[src/tsm_pkg.sv]
// Package of constants for the thermal shutdown monitor
package tsm_pkg;
  localparam int          TSM_DATA_W       = 16;
  // Register indices; byte address is four times the index
  localparam logic [7:0]  TSM_IDX_OUT_PWR  = 8'h01;
  localparam logic [7:0]  TSM_IDX_IN_PWR   = 8'h02;
  localparam logic [7:0]  TSM_IDX_STATUS   = 8'h03;
  localparam logic [7:0]  TSM_IDX_IRQ_STAT = 8'h04;
  localparam logic [7:0]  TSM_IDX_IRQ_MASK = 8'h05;
  localparam logic [7:0]  TSM_IDX_PIN_CTRL = 8'h06;
  localparam logic [15:0] TSM_OUT_PWR_RST  = 16'h0000;
  localparam logic [15:0] TSM_IN_PWR_RST   = 16'h6000;
  localparam logic [15:0] TSM_IRQ_MASK_RST = 16'h0000;
  localparam logic [15:0] TSM_PIN_CTRL_RST = 16'h0000;
  // Field positions
  localparam int          TSM_BIT_SPK_R    = 13;
  localparam int          TSM_BIT_SPK_L    = 12;
  localparam int          TSM_BIT_SENS_EN  = 14;
  localparam int          TSM_BIT_CUT      = 13;
  localparam int          TSM_BIT_TEMP_OK  = 0;
  localparam int          TSM_BIT_SHUT     = 1;
  localparam int          TSM_BIT_OK_LOST  = 0;
  localparam int          TSM_BIT_OK_BACK  = 1;
  localparam int          TSM_BIT_PIN_SEL  = 0;
  localparam int          TSM_BIT_PIN_INV  = 1;
endpackage : tsm_pkg

[src/tsm_monitor.sv]
// Thermal shutdown monitor with APB register slave
`timescale 1ns/1ns
`default_nettype none
module tsm_monitor
  import tsm_pkg::*;
(
  input  wire logic        pclk,
  input  wire logic        presetn,
  input  wire logic        psel,
  input  wire logic        penable,
  input  wire logic        pwrite,
  input  wire logic [11:0] paddr,
  input  wire logic [31:0] pwdata,
  input  wire logic [3:0]  pstrb,
  output logic      [31:0] prdata,
  output logic             pready,
  output logic             pslverr,
  input  wire logic        sensor_overheat,
  output logic             sensor_enable,
  output logic             left_speaker_out,
  output logic             right_speaker_out,
  output logic             first_general_pin,
  output logic             irq
);

  // Sensor pin synchroniser
  logic        ovh_meta;
  logic        ovh_sync;
  always_ff @(posedge pclk or negedge presetn) begin
    if (!presetn) begin
      ovh_meta <= 1'b0;
      ovh_sync <= 1'b0;
    end else begin
      ovh_meta <= sensor_overheat;
      ovh_sync <= ovh_meta;
    end
  end

  logic [15:0] output_power_enables;
  logic [15:0] input_power_and_thermal;
  logic [15:0] irq_status;
  logic [15:0] irq_mask;
  logic [15:0] pin_ctrl;
  logic        temp_ok;

  function automatic logic hit(input logic [11:0] a, input logic [7:0] idx);
    hit = (a[1:0] == 2'b00) && (a[11:2] == {2'b00, idx});
  endfunction : hit

  wire         acc        = psel & penable;
  wire         wr         = acc & pwrite;
  wire         lo_ok      = pstrb[0];
  wire         hi_ok      = pstrb[1];
  wire         sel_out    = hit(paddr, TSM_IDX_OUT_PWR);
  wire         sel_in     = hit(paddr, TSM_IDX_IN_PWR);
  wire         sel_stat   = hit(paddr, TSM_IDX_STATUS);
  wire         sel_istat  = hit(paddr, TSM_IDX_IRQ_STAT);
  wire         sel_imask  = hit(paddr, TSM_IDX_IRQ_MASK);
  wire         sel_pin    = hit(paddr, TSM_IDX_PIN_CTRL);
  wire         mapped     = sel_out | sel_in | sel_stat | sel_istat | sel_imask | sel_pin;
  wire [15:0]  wmask      = {{8{hi_ok}}, {8{lo_ok}}};
  wire [15:0]  wdata      = pwdata[15:0];

  function automatic logic [15:0] merge(input logic [15:0] old, input logic [15:0] nw,
                                        input logic [15:0] m);
    merge = (old & ~m) | (nw & m);
  endfunction : merge

  // Thermal controls
  wire         sens_en    = input_power_and_thermal[TSM_BIT_SENS_EN];
  wire         cut_en     = input_power_and_thermal[TSM_BIT_CUT];
  wire         overheat   = sens_en & ovh_sync;
  wire         shut_now   = sens_en & cut_en & overheat;
  wire         next_temp_ok = ~overheat;

  // Events: flag lost and flag restored
  wire         ev_lost    = temp_ok & ~next_temp_ok;
  wire         ev_back    = ~temp_ok & next_temp_ok;
  wire [15:0]  ev_vec     = (16'h0001 << TSM_BIT_OK_LOST) & {16{ev_lost}}
                          | (16'h0001 << TSM_BIT_OK_BACK) & {16{ev_back}};
  wire [15:0]  w1c        = (wr & sel_istat) ? (wdata & wmask) : 16'h0000;
  wire [15:0]  next_irq_status = (irq_status & ~w1c) | ev_vec;         // Set beats clear
  wire         next_irq   = |(next_irq_status & irq_mask);

  wire [15:0]  spk_bits   = (16'h0001 << TSM_BIT_SPK_L) | (16'h0001 << TSM_BIT_SPK_R);
  wire         left_req   = output_power_enables[TSM_BIT_SPK_L];
  wire         right_req  = output_power_enables[TSM_BIT_SPK_R];
  wire         next_left  = left_req & ~shut_now;
  wire         next_right = right_req & ~shut_now;
  wire         pin_src    = next_temp_ok ^ pin_ctrl[TSM_BIT_PIN_INV];
  wire         next_pin   = pin_ctrl[TSM_BIT_PIN_SEL] & pin_src;

  wire [15:0]  status_word = ({15'h0000, temp_ok} << TSM_BIT_TEMP_OK)
                           | ({15'h0000, shut_now} << TSM_BIT_SHUT);
  wire [15:0]  rd_word =
      sel_out   ? output_power_enables    :
      sel_in    ? input_power_and_thermal :
      sel_stat  ? status_word             :
      sel_istat ? irq_status              :
      sel_imask ? irq_mask                :
      sel_pin   ? pin_ctrl                : 16'h0000;

  // Registers
  always_ff @(posedge pclk or negedge presetn) begin
    if (!presetn) begin
      output_power_enables    <= TSM_OUT_PWR_RST;
      input_power_and_thermal <= TSM_IN_PWR_RST;
      irq_mask                <= TSM_IRQ_MASK_RST;
      pin_ctrl                <= TSM_PIN_CTRL_RST;
    end else if (wr) begin
      if (sel_out) output_power_enables <= merge(output_power_enables, wdata, wmask & spk_bits);
      if (sel_in)  input_power_and_thermal <= merge(input_power_and_thermal, wdata, wmask);
      if (sel_imask) irq_mask <= merge(irq_mask, wdata, wmask & 16'h0003);
      if (sel_pin)   pin_ctrl <= merge(pin_ctrl, wdata, wmask & 16'h0003);
    end
  end

  always_ff @(posedge pclk or negedge presetn) begin
    if (!presetn) begin
      irq_status <= 16'h0000;
      temp_ok    <= 1'b1;
      irq        <= 1'b0;
    end else begin
      irq_status <= next_irq_status;
      temp_ok    <= next_temp_ok;
      irq        <= next_irq;
    end
  end

  always_ff @(posedge pclk or negedge presetn) begin
    if (!presetn) begin
      left_speaker_out  <= 1'b0;
      right_speaker_out <= 1'b0;
      first_general_pin <= 1'b0;
      sensor_enable     <= 1'b0;
    end else begin
      left_speaker_out  <= next_left;
      right_speaker_out <= next_right;
      first_general_pin <= next_pin;
      sensor_enable     <= sens_en;
    end
  end

  // APB answer: zero wait states
  always_ff @(posedge pclk or negedge presetn) begin
    if (!presetn) begin
      prdata  <= 32'h0000_0000;
      pready  <= 1'b0;
      pslverr <= 1'b0;
    end else begin
      pready  <= psel & ~penable;
      pslverr <= psel & ~penable & ~mapped;
      prdata  <= (psel & ~penable & ~pwrite) ? {16'h0000, rd_word} : 32'h0000_0000;
    end
  end
endmodule : tsm_monitor
`default_nettype wire

[config.mk]
export PLATFORM = sky130hd
export DESIGN_NAME = tsm_monitor
export DESIGN_NICKNAME = d
export VERILOG_FILES = /design/src/tsm_pkg.sv /design/src/tsm_monitor.sv
export SDC_FILE = /design/constraint.sdc
export NUM_CORES = 1
export LEC_CHECK = 0
export ABC_AREA = 0
export BUFFER_PORTS_ARGS = -buffer_cell sky130_fd_sc_hd__buf_2
export CAP_MARGIN = 20
export CORE_ASPECT_RATIO = 1.75
export CORE_MARGIN = 8
export CORE_UTILIZATION = 50
export CTS_BUF_LIST = sky130_fd_sc_hd__clkbuf_16
export DETAILED_ROUTE_END_ITERATION = 7
export MAX_ROUTING_LAYER = met4
export PLACE_DENSITY = 0.78
export SKIP_LAST_GASP = 1
export SLEW_MARGIN = 20
export SYNTH_ARGS = -nofsm -noshare
export SYNTH_HDL_FRONTEND = slang
export SYNTH_SLANG_ARGS = --single-unit
[constraint.sdc]
create_clock -name pclk -period 1.7 [get_ports pclk]
set_clock_uncertainty 0.2 [all_clocks]
set_input_delay 0 -clock pclk [delete_from_list [all_inputs] [get_ports pclk]]
set_output_delay 0 -clock pclk [all_outputs]
set_load 0.03 [all_outputs]
==> results list, run 1 <==
* Leftover overflow at the end of global routing: 0
- Setup violations remaining at the end of the flow were counted as 0.
- In this run, synthesis produced a sequential element count of 64.
- The die is 115 um tall.
* Total DRC errors in the routed layout: 0
- Entering global routing, the biggest net connects 49 pins.
- The number of hold violations in the final report is 0.
- Initial drt markers: 115
* Antenna violations before repair: 0
- Average via count per standard cell: 5.23
- Number of synthesis warnings: 0
- Number of enable-type register cells in the synthesized netlist: 0
- Total half-perimeter wirelength after legalization and detailed placement: 4760 um
- Avg Synthesized Cell Area: 12.3 sq um
- Mapped Cells: 227
- The design draws 3.66 mW.
- Cell breakdown of the critical path: buf_2, dlygate4sd3_1, nor2b_2, buf_4, dlygate4sd3_1, o31a_1
- The placed instances occupy a cell area of 0.00324 sq mm.
- Number of global-route vias before repair: 2,269
* First-pass GRT wire length: 11,000 um
- Of the cells placed in the final design, the portion with a size suffix greater than 1 is 37.0%.
* Worst setup path start: psel
* Crit path largest cell delay: 0.56 ns
- The most used flip-flop cell after synthesis is dfrtp_1.
* Register area share after synthesis: 57.4%
- Initial core utilization: 50.9%
- Run status: finished clean
- FMAX: 626 MHz
- At the pin with the least slew margin, the transition time is 0.674 ns.
- In this run the number of H-tree levels came out at 3.
* Pwr per Cell Area: 965 mW/mm^2
- After synthesis, the netlist uses 42 different library cells.
- Buffers inserted during clock tree synthesis total 9.
* Multi-input combinational cell area: 0.00107 sq mm
* Clock transition time at the flip-flop clock pins of the worst setup and hold paths: 0.05 ns
* Placed cell count: 369
- Post-route fraction of the period consumed by the critical path: 94.0%
- TritonCTS built the clock tree.
- The final route contains 2,133 vias.
* DIE AREA: 0.00834 sq mm
- Area grow syn2layout: 35.6%
- Clock Tree Root: clkbuf_16
- Worst IR drop on VDD: 622 uV
- Proportion of synthesized flip-flops having asynchronous set or reset: 100%
- The final max-slew violation count came to 0.
* Buffer depth of the longest clock path: 2
- Headroom to the max-slew limit came out at 55.1%.
- Overall die width: 72.5 um
* Most frequent cells in the layout: 61 x dfrtp_1, 58 x buf_2, 23 x dlygate4sd3_1, 20 x mux2_2, 17 x nor2_1
- Post-synthesis cell area: 0.00280 sq mm
- Maximum fanout count along the critical path: 4
- At the end of the flow, the number of nets in the layout was 382.
- Data arrival, critical path: 1.60 ns
- The core region is 0.00550 sq mm.
- The floorplan has 36 rows.
- In the final layout, flip-flops and latches occupy 0.00161 sq mm.
- Required time worst endpoint: 1.71 ns
- Summing all non-filler instances in the final layout gives an area of 0.00379 sq mm.
- The most numerous cell type found on the critical path is dlygate4sd3_1.
- Before antenna repair, the detailed router went through 4 iterations.
- Kind of critical path: in2reg
- Sort of element at the end of the critical path: flip-flop
* Postcts setup bufs: 0
* Total detailed-routing wirelength: 6650 um
- In the final routed layout, each cell accounts on average for 16.3 um.
* Buffers and inverters on the worst path: 4
- 93 I/O pins were placed.
- Setup repair after global routing could not meet its margin everywhere.
- Standby leakage power: 1.88 nW
* Largest delay share family, worst path: buffers and inverters
* Final critical path time including I/O delays and setup: 1.60 ns
- The worst hold path belongs to the class in2async.
* CP max-delay cell: dlygate4sd3_1
- The repair_antennas step left the layout with diodes totalling 0.
- Fraction of the core area covered by cells at the end of the flow: 69.0%
- Excluding fillers, the count of instances in the completed layout stands at 408.
* Overall track demand over capacity in global routing: 17.6%
* IO Port Bufs: 58
* Filler cells: 416
- At the later pin of the worst-skew pair, clock insertion delay measures 0.32 ns.
* Leading cell type in the layout, fill and taps excluded: dfrtp_1
- Startpoint Class: primary input
- Clock Sinks: 64
- The tool flagged a number of max-cap violations equal to 0.
* Final estimated routing congestion in global placement: 0.864
- Once detail routing completed, the nets flagged for antenna violations numbered 0.
kinds of logic after synthesis:
logic type	share of synthesized area [%]
AO/OA/AOI/OAI	11.2
XOR/XNOR	0.313
buffers and inverters	6.71
flip-flops	57.4
multiplexers	8.77
other	0.134
AND/OR/NAND/NOR	15.5
per-layer routing:
layer	global-route usage, %	vias up	part of all wire [%]
met5	-	-	0
met4	9.81	0	4.2
met3	5.15	21	6.5
met2	29.5	75	53
met1	17.8	1048	37
li1	-	989	-
stage by stage:
step	hold WS [ns]	setup TNS, ns	worst slack [ns]
CTS	0.00479	0	0.00362
global placement	-0.251	-0.0439	-0.00759
detailed placement	-0.249	-0.932	-0.0631
finish	0.0142	0	0.102
global route	0.0343	-0.0150	-0.0150
floorplan	-0.496	0	0.163
Yosys cell counts (all sizes together), types with 2 or more instances:
cell | number | share of area (%)
nor2b | 3 | 0.67
and2 | 4 | 0.89
nand2b | 3 | 0.67
mux2i | 2 | 0.72
nor4b | 2 | 0.85
buf | 23 | 6.0
nand2 | 2 | 0.27
a21o | 2 | 0.54
clkbuf | 2 | 0.27
nor3 | 2 | 0.36
a21boi | 14 | 3.8
mux2 | 20 | 8.1
inv | 3 | 0.40
dfrtp | 61 | 55
nand3 | 7 | 1.3
nand3b | 3 | 0.80
nor3b | 6 | 2.0
nand4 | 6 | 1.8
o22ai | 2 | 0.45
nor2 | 19 | 3.1
a22oi | 12 | 3.2
and4 | 3 | 0.98
nor4 | 3 | 1.2
a21oi | 7 | 1.3
o21ai | 4 | 0.72
and3 | 2 | 0.45
a2111oi | 2 | 0.63
dfstp | 3 | 2.8
layout make-up:
cell class,instances,area share (%)
Clock buffer,9,5.94
Clock inverter,6,2.01
Inverter,3,0.297
Multi-Input combinational cell,150,28.3
Sequential cell,64,42.3
Tap cell,76,2.51
Timing Repair Buffer,100,18.6
repair_timing:
item | in CTS | in global routing
hold buffers | 24 | 0
endpoints found under the hold margin | 108 | 0
setup endpoints to repair | 0 | 17
resized for setup | 0 | 5
final timing paths:
check	endpoint	slack, ns	cells after the start
worst max-delay path	pslverr$_DFF_PN0_	0.10	6
worst min-delay path	temp_ok$_DFF_PN1_	0.01	2
worst max register to register	irq$_DFF_PN0_	0.11	4
worst min register to register	ovh_sync$_DFF_PN0_	0.16	0
max in group asynchronous	async pin	0.56	3
min in group pclk	irq$_DFF_PN0_	0.01	5
power by group:
part	switching, mW	internal [mW]
Clock	0.604	1.25
Combinational	0.158	0.109
Sequential	0.00378	1.53
Power figures use the tool's default switching activity.
==> run 2, diff against run 1 <==
Settings changed: BUFFER_PORTS_ARGS -buffer_cell sky130_fd_sc_hd__buf_2 to -buffer_cell sky130_fd_sc_hd__buf_4.
==> run 2 against run 1 <==
Clock-buffer cell count is the same. Combinational power grew 8.6%. Design area grew 2.8%. Cell count grew 0.25%. Sequential share of layout area shrank 1.1 points.
==> results list, run 2 (same netlist as run 1, synthesis figures left out) <==
* Run status: finished clean
- Met2 routing resource usage after global routing: 28.6%
- Number of search-and-repair iterations in the first detailed-routing pass: 4
* CTS Buf Count: 9
* Startpoint Class: primary input
- At the worst endpoint, the required time is 1.71 ns.
* Post-route fraction of the period consumed by the critical path: 98.0%
* Data arrival, critical path: 1.68 ns
- For this run, the total global-route usage over all layers was measured as 17.7%.
- Clock-pin slew was measured on the worst setup and hold paths at 0.05 ns.
- After the first detailed-routing iteration, the DRC count stood at 176.
- Total detailed-routing wirelength: 6670 um
* Core Area: 0.00550 sq mm
* Latest clock arrival within the worst-skew pair: 0.33 ns
- The area growth from synthesis to layout is 39.4%.
- The critical path is of the in2reg type.
- Entering global routing, the biggest net connects 34 pins.
- Leading cell type in the layout, fill and taps excluded: buf_4
- Clock Sinks: 64
- The clock passes through at most 2 buffers.
* Vias post-DR: 2,147
* Total DRC errors in the routed layout: 0
- The tree is rooted in a clkbuf_16.
- Global routing consumed, on the met3 layer, 5.85% of the routing resources.
- Standby leakage power: 1.89 nW
- Dividing total power by cell area gives a power density of 909 mW/mm^2.
- After global routing, the most crowded layer is met2.
- Overall die width: 72.5 um
- Final critical path time including I/O delays and setup: 1.67 ns
- Die Y: 115 um
* Number of endpoints failing setup at the final stage: 0
- H-tree depth reported by CTS: 3
- Total Negative Setup Slacks: 0 ns
- 0 antenna diodes ended up in the layout.
- Total half-perimeter wirelength after legalization and detailed placement: 4830 um
* Most frequent cells in the layout: 75 x buf_4, 61 x dfrtp_1, 23 x dlygate4sd3_1, 20 x mux2_2, 17 x nor2_1
- Number of rows created at floorplan: 36
- Post-place setup slack: -0.00140 ns
* Average via count per standard cell: 5.25
- Once the floorplan was initialized, standard cells occupied 50.9% of the core.
- The initial antenna violation count was 0.
- Io pins: 93
- Static timing analysis puts the maximum clock frequency at 600 MHz.
* IO Port Bufs: 58
* Met1 Use GR: 18.3%
- Sort of element at the end of the critical path: flip-flop
- Final estimated routing congestion in global placement: 0.838
* CTS tree: built
* Number of global-route vias before repair: 2,289
- First-pass GRT wire length: 11,000 um
* Unrepaired setup endpoints after global routing: true
- The floorplan step defined a die boundary enclosing 0.00834 sq mm.
- Hold/Removal Path Class: in2reg
- Hold path startpoint: paddr[1]
- Final hold viol count: 0
- Routed len/inst: 16.3 um
- Non-Filler Instances: 409
- Postcts setup bufs: 0
- Layout Nets: 382
* Leftover overflow at the end of global routing: 0
* Post-route antenna net violation count: 0
- The final max-slew violation count is 0.
- Share of post-route cells with drive strength above 1: 37.2%
* Maximum fanout count along the critical path: 4
- Across all setup checks in the final design, the least slack found is 0.0332 ns.
- Once placement completed, the tool counted placed cells totaling 370.
- Worst setup path start: penable
- Worst IR drop on VDD: 893 uV
- Max-Cap Viols: 0
[run 2: cell types whose count changed in the layout (fill, tap and decap cells not counted)]
cell	delta
buf_4	+60
buf_2	-58
a2111oi_0	-1
a2111oi_1	+1
and4_1	-1
and4_4	+1
buf_12	-1
bufinv_16	-1
clkinv_2	+1
dlymetal6s4s_1	-1
inv_1	+1
nand3_1	+1
nand3_2	-1
[run 2: cell type report]
type | instances | area, sq um
Timing Repair Buffer | 100 | 833
Tap cell | 76 | 95.1
Fill cell | 412 | 1600
Clock inverter | 7 | 55.1
Sequential cell | 64 | 1610
Inverter | 3 | 11.3
Clock buffer | 9 | 225
Multi-Input combinational cell | 150 | 1070
[run 2: worst paths after layout]
| path | slack, ns | endpoint | depth (start not counted) |
|---|---|---|---|
| max | 0.03 | flip-flop | 6 |
| min | 0.01 | irq$_DFF_PN0_ | 5 |
| max reg2reg | 0.10 | prdata[1]$_DFF_PN0_ | 4 |
| min reg2reg | 0.15 | ovh_sync$_DFF_PN0_ | 0 |
| max in group asynchronous | 0.22 | async pin | 4 |
| min in group asynchronous | 0.50 | prdata[12]$_DFF_PN0_ | 3 |
[run 2: layer usage]
metal,up-vias,wire length [um]
met2,71,3470
met3,23,424
met5,-,0
li1,988,-
met4,0,244
met1,1065,2520
[run 2: metrics by stage]
| step | util, % | total power, mW | hold slack (ns) | area [sq um] |
|---|---|---|---|---|
| CTS | 70.7 | 3.56 | 0.00606 | 3890 |
| finish | 70.9 | 3.54 | 0.0100 | 3900 |
| global route | 70.9 | 3.67 | 0.0322 | 3900 |
| global placement | 61.4 | 1.80 | -0.235 | 3380 |
| detailed placement | 61.4 | 1.80 | -0.231 | 3380 |
| floorplan | - | 1.68 | -0.496 | 2850 |
[run 2: report_power, final]
part           total (mW)  switching [mW]  leakage [nW]  internal, mW
Clock                1.72           0.615         0.147          1.11
Sequential           1.53         0.00288         0.861          1.53
Combinational       0.290           0.160         0.881         0.129
[run 2: what timing repair did]
action	4_1_cts	5_1_grt
setup endpoints to repair	0	7
hold buffers	23	0
hold endpoints to repair	109	0
resized for setup	0	5
[run 2: worst max-delay path, stage by stage]
cell           delay, ns
dlygate4sd3_1       0.53
buf_4               0.13
and4_4              0.24
nand4_2             0.16
nor3b_2             0.26
mux2_2              0.36
==> run 3, diff against run 2 <==
Settings changed: CELL_PAD_IN_SITES_DETAIL_PLACEMENT from default to 1, CELL_PAD_IN_SITES_GLOBAL_PLACEMENT from default to 1, CORE_UTILIZATION 50 to 39, PLACE_DENSITY 0.78 to 0.8.
==> run 3 against run 2 <==
Flip-flop and latch count is the same. Fmax is 2.2% higher. Routed wire length is 19% higher. Cell count grew 3.4%. Register-to-register slack got worse by 0.03 ns. Global-route usage down 0.91 points. Via count grew 2.5%. Power shrank 0.10%. Clock power hardly changed. Combinational power rose by 3%. Largest power group unchanged.
==> results list, run 3 (same netlist as run 1, synthesis figures left out) <==
- The flow ran to the end, and the final reports show no timing, DRC or antenna violations.
* First-pass GRT wire length: 12,600 um
- CTS tree: built
- Maximum number of pins on one net before global-route repair: 35
- Post-route antenna net violation count: 0
- The first TritonRoute pass finished after 4 iterations.
- Most frequent cells in the layout: 76 x buf_4, 61 x dfrtp_1, 26 x dlygate4sd3_1, 20 x mux2_2, 17 x nor2_1
- DIE AREA: 0.0102 sq mm
- Final critical path time including I/O delays and setup: 1.63 ns
- Measured along the y axis, the die boundary spans 128 um.
- In the final routed layout, each cell accounts on average for 18.7 um.
- The clock passes through at most 2 buffers.
- Max-cap violations in this run came to 0.
* Average via count per standard cell: 5.20
- For the worst-skew pair, the clock arrives at the later sink with an insertion delay of 0.33 ns.
* Worst-case hold slack: 0.0282 ns
- Number of rows created at floorplan: 41
* Final instance area: 0.00394 sq mm
- The number of antenna diodes in the final layout is 0.
- Worst IR drop on VDD: 714 uV
- In the post-route analysis, the smallest setup slack over all paths is 0.0686 ns.
- The worst path uses 96.0% of the clock period.
- Core Area: 0.00708 sq mm
* Io pins: 93
- For the worst setup path, the data required time is 1.71 ns.
- Non-Filler Instances: 423
- The number of global-route vias before repair was 2,467.
- After the first detailed-routing iteration, the DRC count stood at 93.
* Area grow syn2layout: 40.9%
* Unrepaired setup endpoints after global routing: true
* Final hold viol count: 0
- Antenna violations before repair: 0
* Hold/Removal Path Class: in2reg
- Share of post-route cells with drive strength above 1: 35.9%
- Clock Sinks: 64
- Overall die width: 80.0 um
- Part of the power in registers: 43.4%
- For this run, the total global-route usage over all layers was measured as 16.8%.
* Maximum fanout count along the critical path: 3
* Net switching power: 0.774 mW
- Leaving out fill and tap cells, the most frequent cell in the layout is buf_4.
- Leftover overflow at the end of global routing: 0
- Comb pwr share: 8.5%
- Layout Nets: 386
* Fraction of power spent switching nets: 21.9%
* Standby leakage power: 1.90 nW
- Prior to clock tree synthesis, the placed netlist has a worst setup slack of -0.0724 ns.
* Initial core utilization: 39.5%
- Sort of element at the end of the critical path: flip-flop
- Startpoint Class: flip-flop
- FMAX: 613 MHz
* Post-placement cell area: 0.00340 sq mm
- The filler cells instantiated in the layout total 757.
* H-tree depth reported by CTS: 3
- The number of clock buffers added by TritonCTS is 9.
- Placed cell count: 381
* Total DRC errors in the routed layout: 0
* Postcts setup bufs: 0
* IO Port Bufs: 58
- Pwr per Cell Area: 898 mW/mm^2
- Summing over every cut layer, the via total after detailed routing is 2,201.
- Clock transition time at the flip-flop clock pins of the worst setup and hold paths: 0.05 ns
- Of the total power, the clock network draws 48.2%.
* Final estimated routing congestion in global placement: 0.837
* Total half-perimeter wirelength after legalization and detailed placement: 5590 um
- Clock tree synthesis selected as its root buffer the cell clkbuf_16.
- The setup path with the least slack is of type reg2reg.
- Internal power comes to 2.77 mW.
* Data arrival, critical path: 1.64 ns
- Setup violations remaining at the end of the flow were counted as 0.
- Total count of max-transition violations in the final report: 0
* Total detailed-routing wirelength: 7910 um
run 3: changes by cell type in the layout (fill, tap and decap cells not counted), sizes merged:
cell	delta
inv	-2
dlygate4sd3	+3
buf	+1
clkinv	+2
run 3: final timing paths:
check	from	endpoint	slack, ns	cells after the start
worst min-delay path	paddr[3]	prdata[13]$_DFF_PN0_	0.03	5
worst max register to register	flip-flop	prdata[1]$_DFF_PN0_	0.07	4
worst min register to register	ovh_meta$_DFF_PN0_	ovh_sync$_DFF_PN0_	0.16	0
min in group asynchronous	presetn	async pin	0.55	3
max in group asynchronous	presetn	async pin	0.16	4
worst max-delay path	flip-flop	prdata[1]$_DFF_PN0_	0.07	4
run 3: cell type report:
class	count	area [sq um]	area share [%]
clock buffers	9	225	5.71
well taps	86	108	2.73
flip-flops and latches	64	1610	40.7
inverters	3	11.3	0.286
repair buffers	104	871	22.1
clock inverters	7	52.6	1.33
multi-input cells	150	1070	27.1
run 3: per-layer routing:
layer  up-vias  routed length [um]  share of wire, %  global-route usage (%)
met2        73                4440                56                    29.5
met3        17                 377               4.8                    3.93
met5         -                   0                 0                       -
met1      1117                2840                36                    16.1
met4         0                 244               3.1                    9.38
li1        994                   -                 -                       -
run 3: stage by stage:
| stage | setup TNS, ns | total power [mW] | util [%] |
|---|---|---|---|
| after floorplan | 0 | 1.68 | - |
| after global placement | -0.0822 | 1.80 | 48.0 |
| after detailed placement | -0.858 | 1.81 | 48.0 |
| after CTS | 0 | 3.57 | 55.6 |
| after global routing | -0.0467 | 3.66 | 55.7 |
| final | 0 | 3.54 | 55.7 |
run 3: power groups by stage:
stage | logic, mW | clock network, mW | registers [mW]
after floorplan | 0.119 | 0 | 1.56
after global placement | 0.241 | 0 | 1.56
after detailed placement | 0.248 | 0 | 1.56
after CTS | 0.298 | 1.74 | 1.53
after global routing | 0.324 | 1.80 | 1.53
final | 0.300 | 1.71 | 1.53
run 3: repair_timing:
item                                   4_1_cts  5_1_grt
endpoints found under the hold margin      107        0
gates resized for setup                      0        3
hold buffers                                26        0
setup endpoints to repair                    0        3
run 3: critical path: stages, from the launching register on:
cell and delay, ns:
dfstp_2 0.56, nand3_1 0.12, o22ai_1 0.19, a21oi_1 0.09, a2111oi_1 0.35
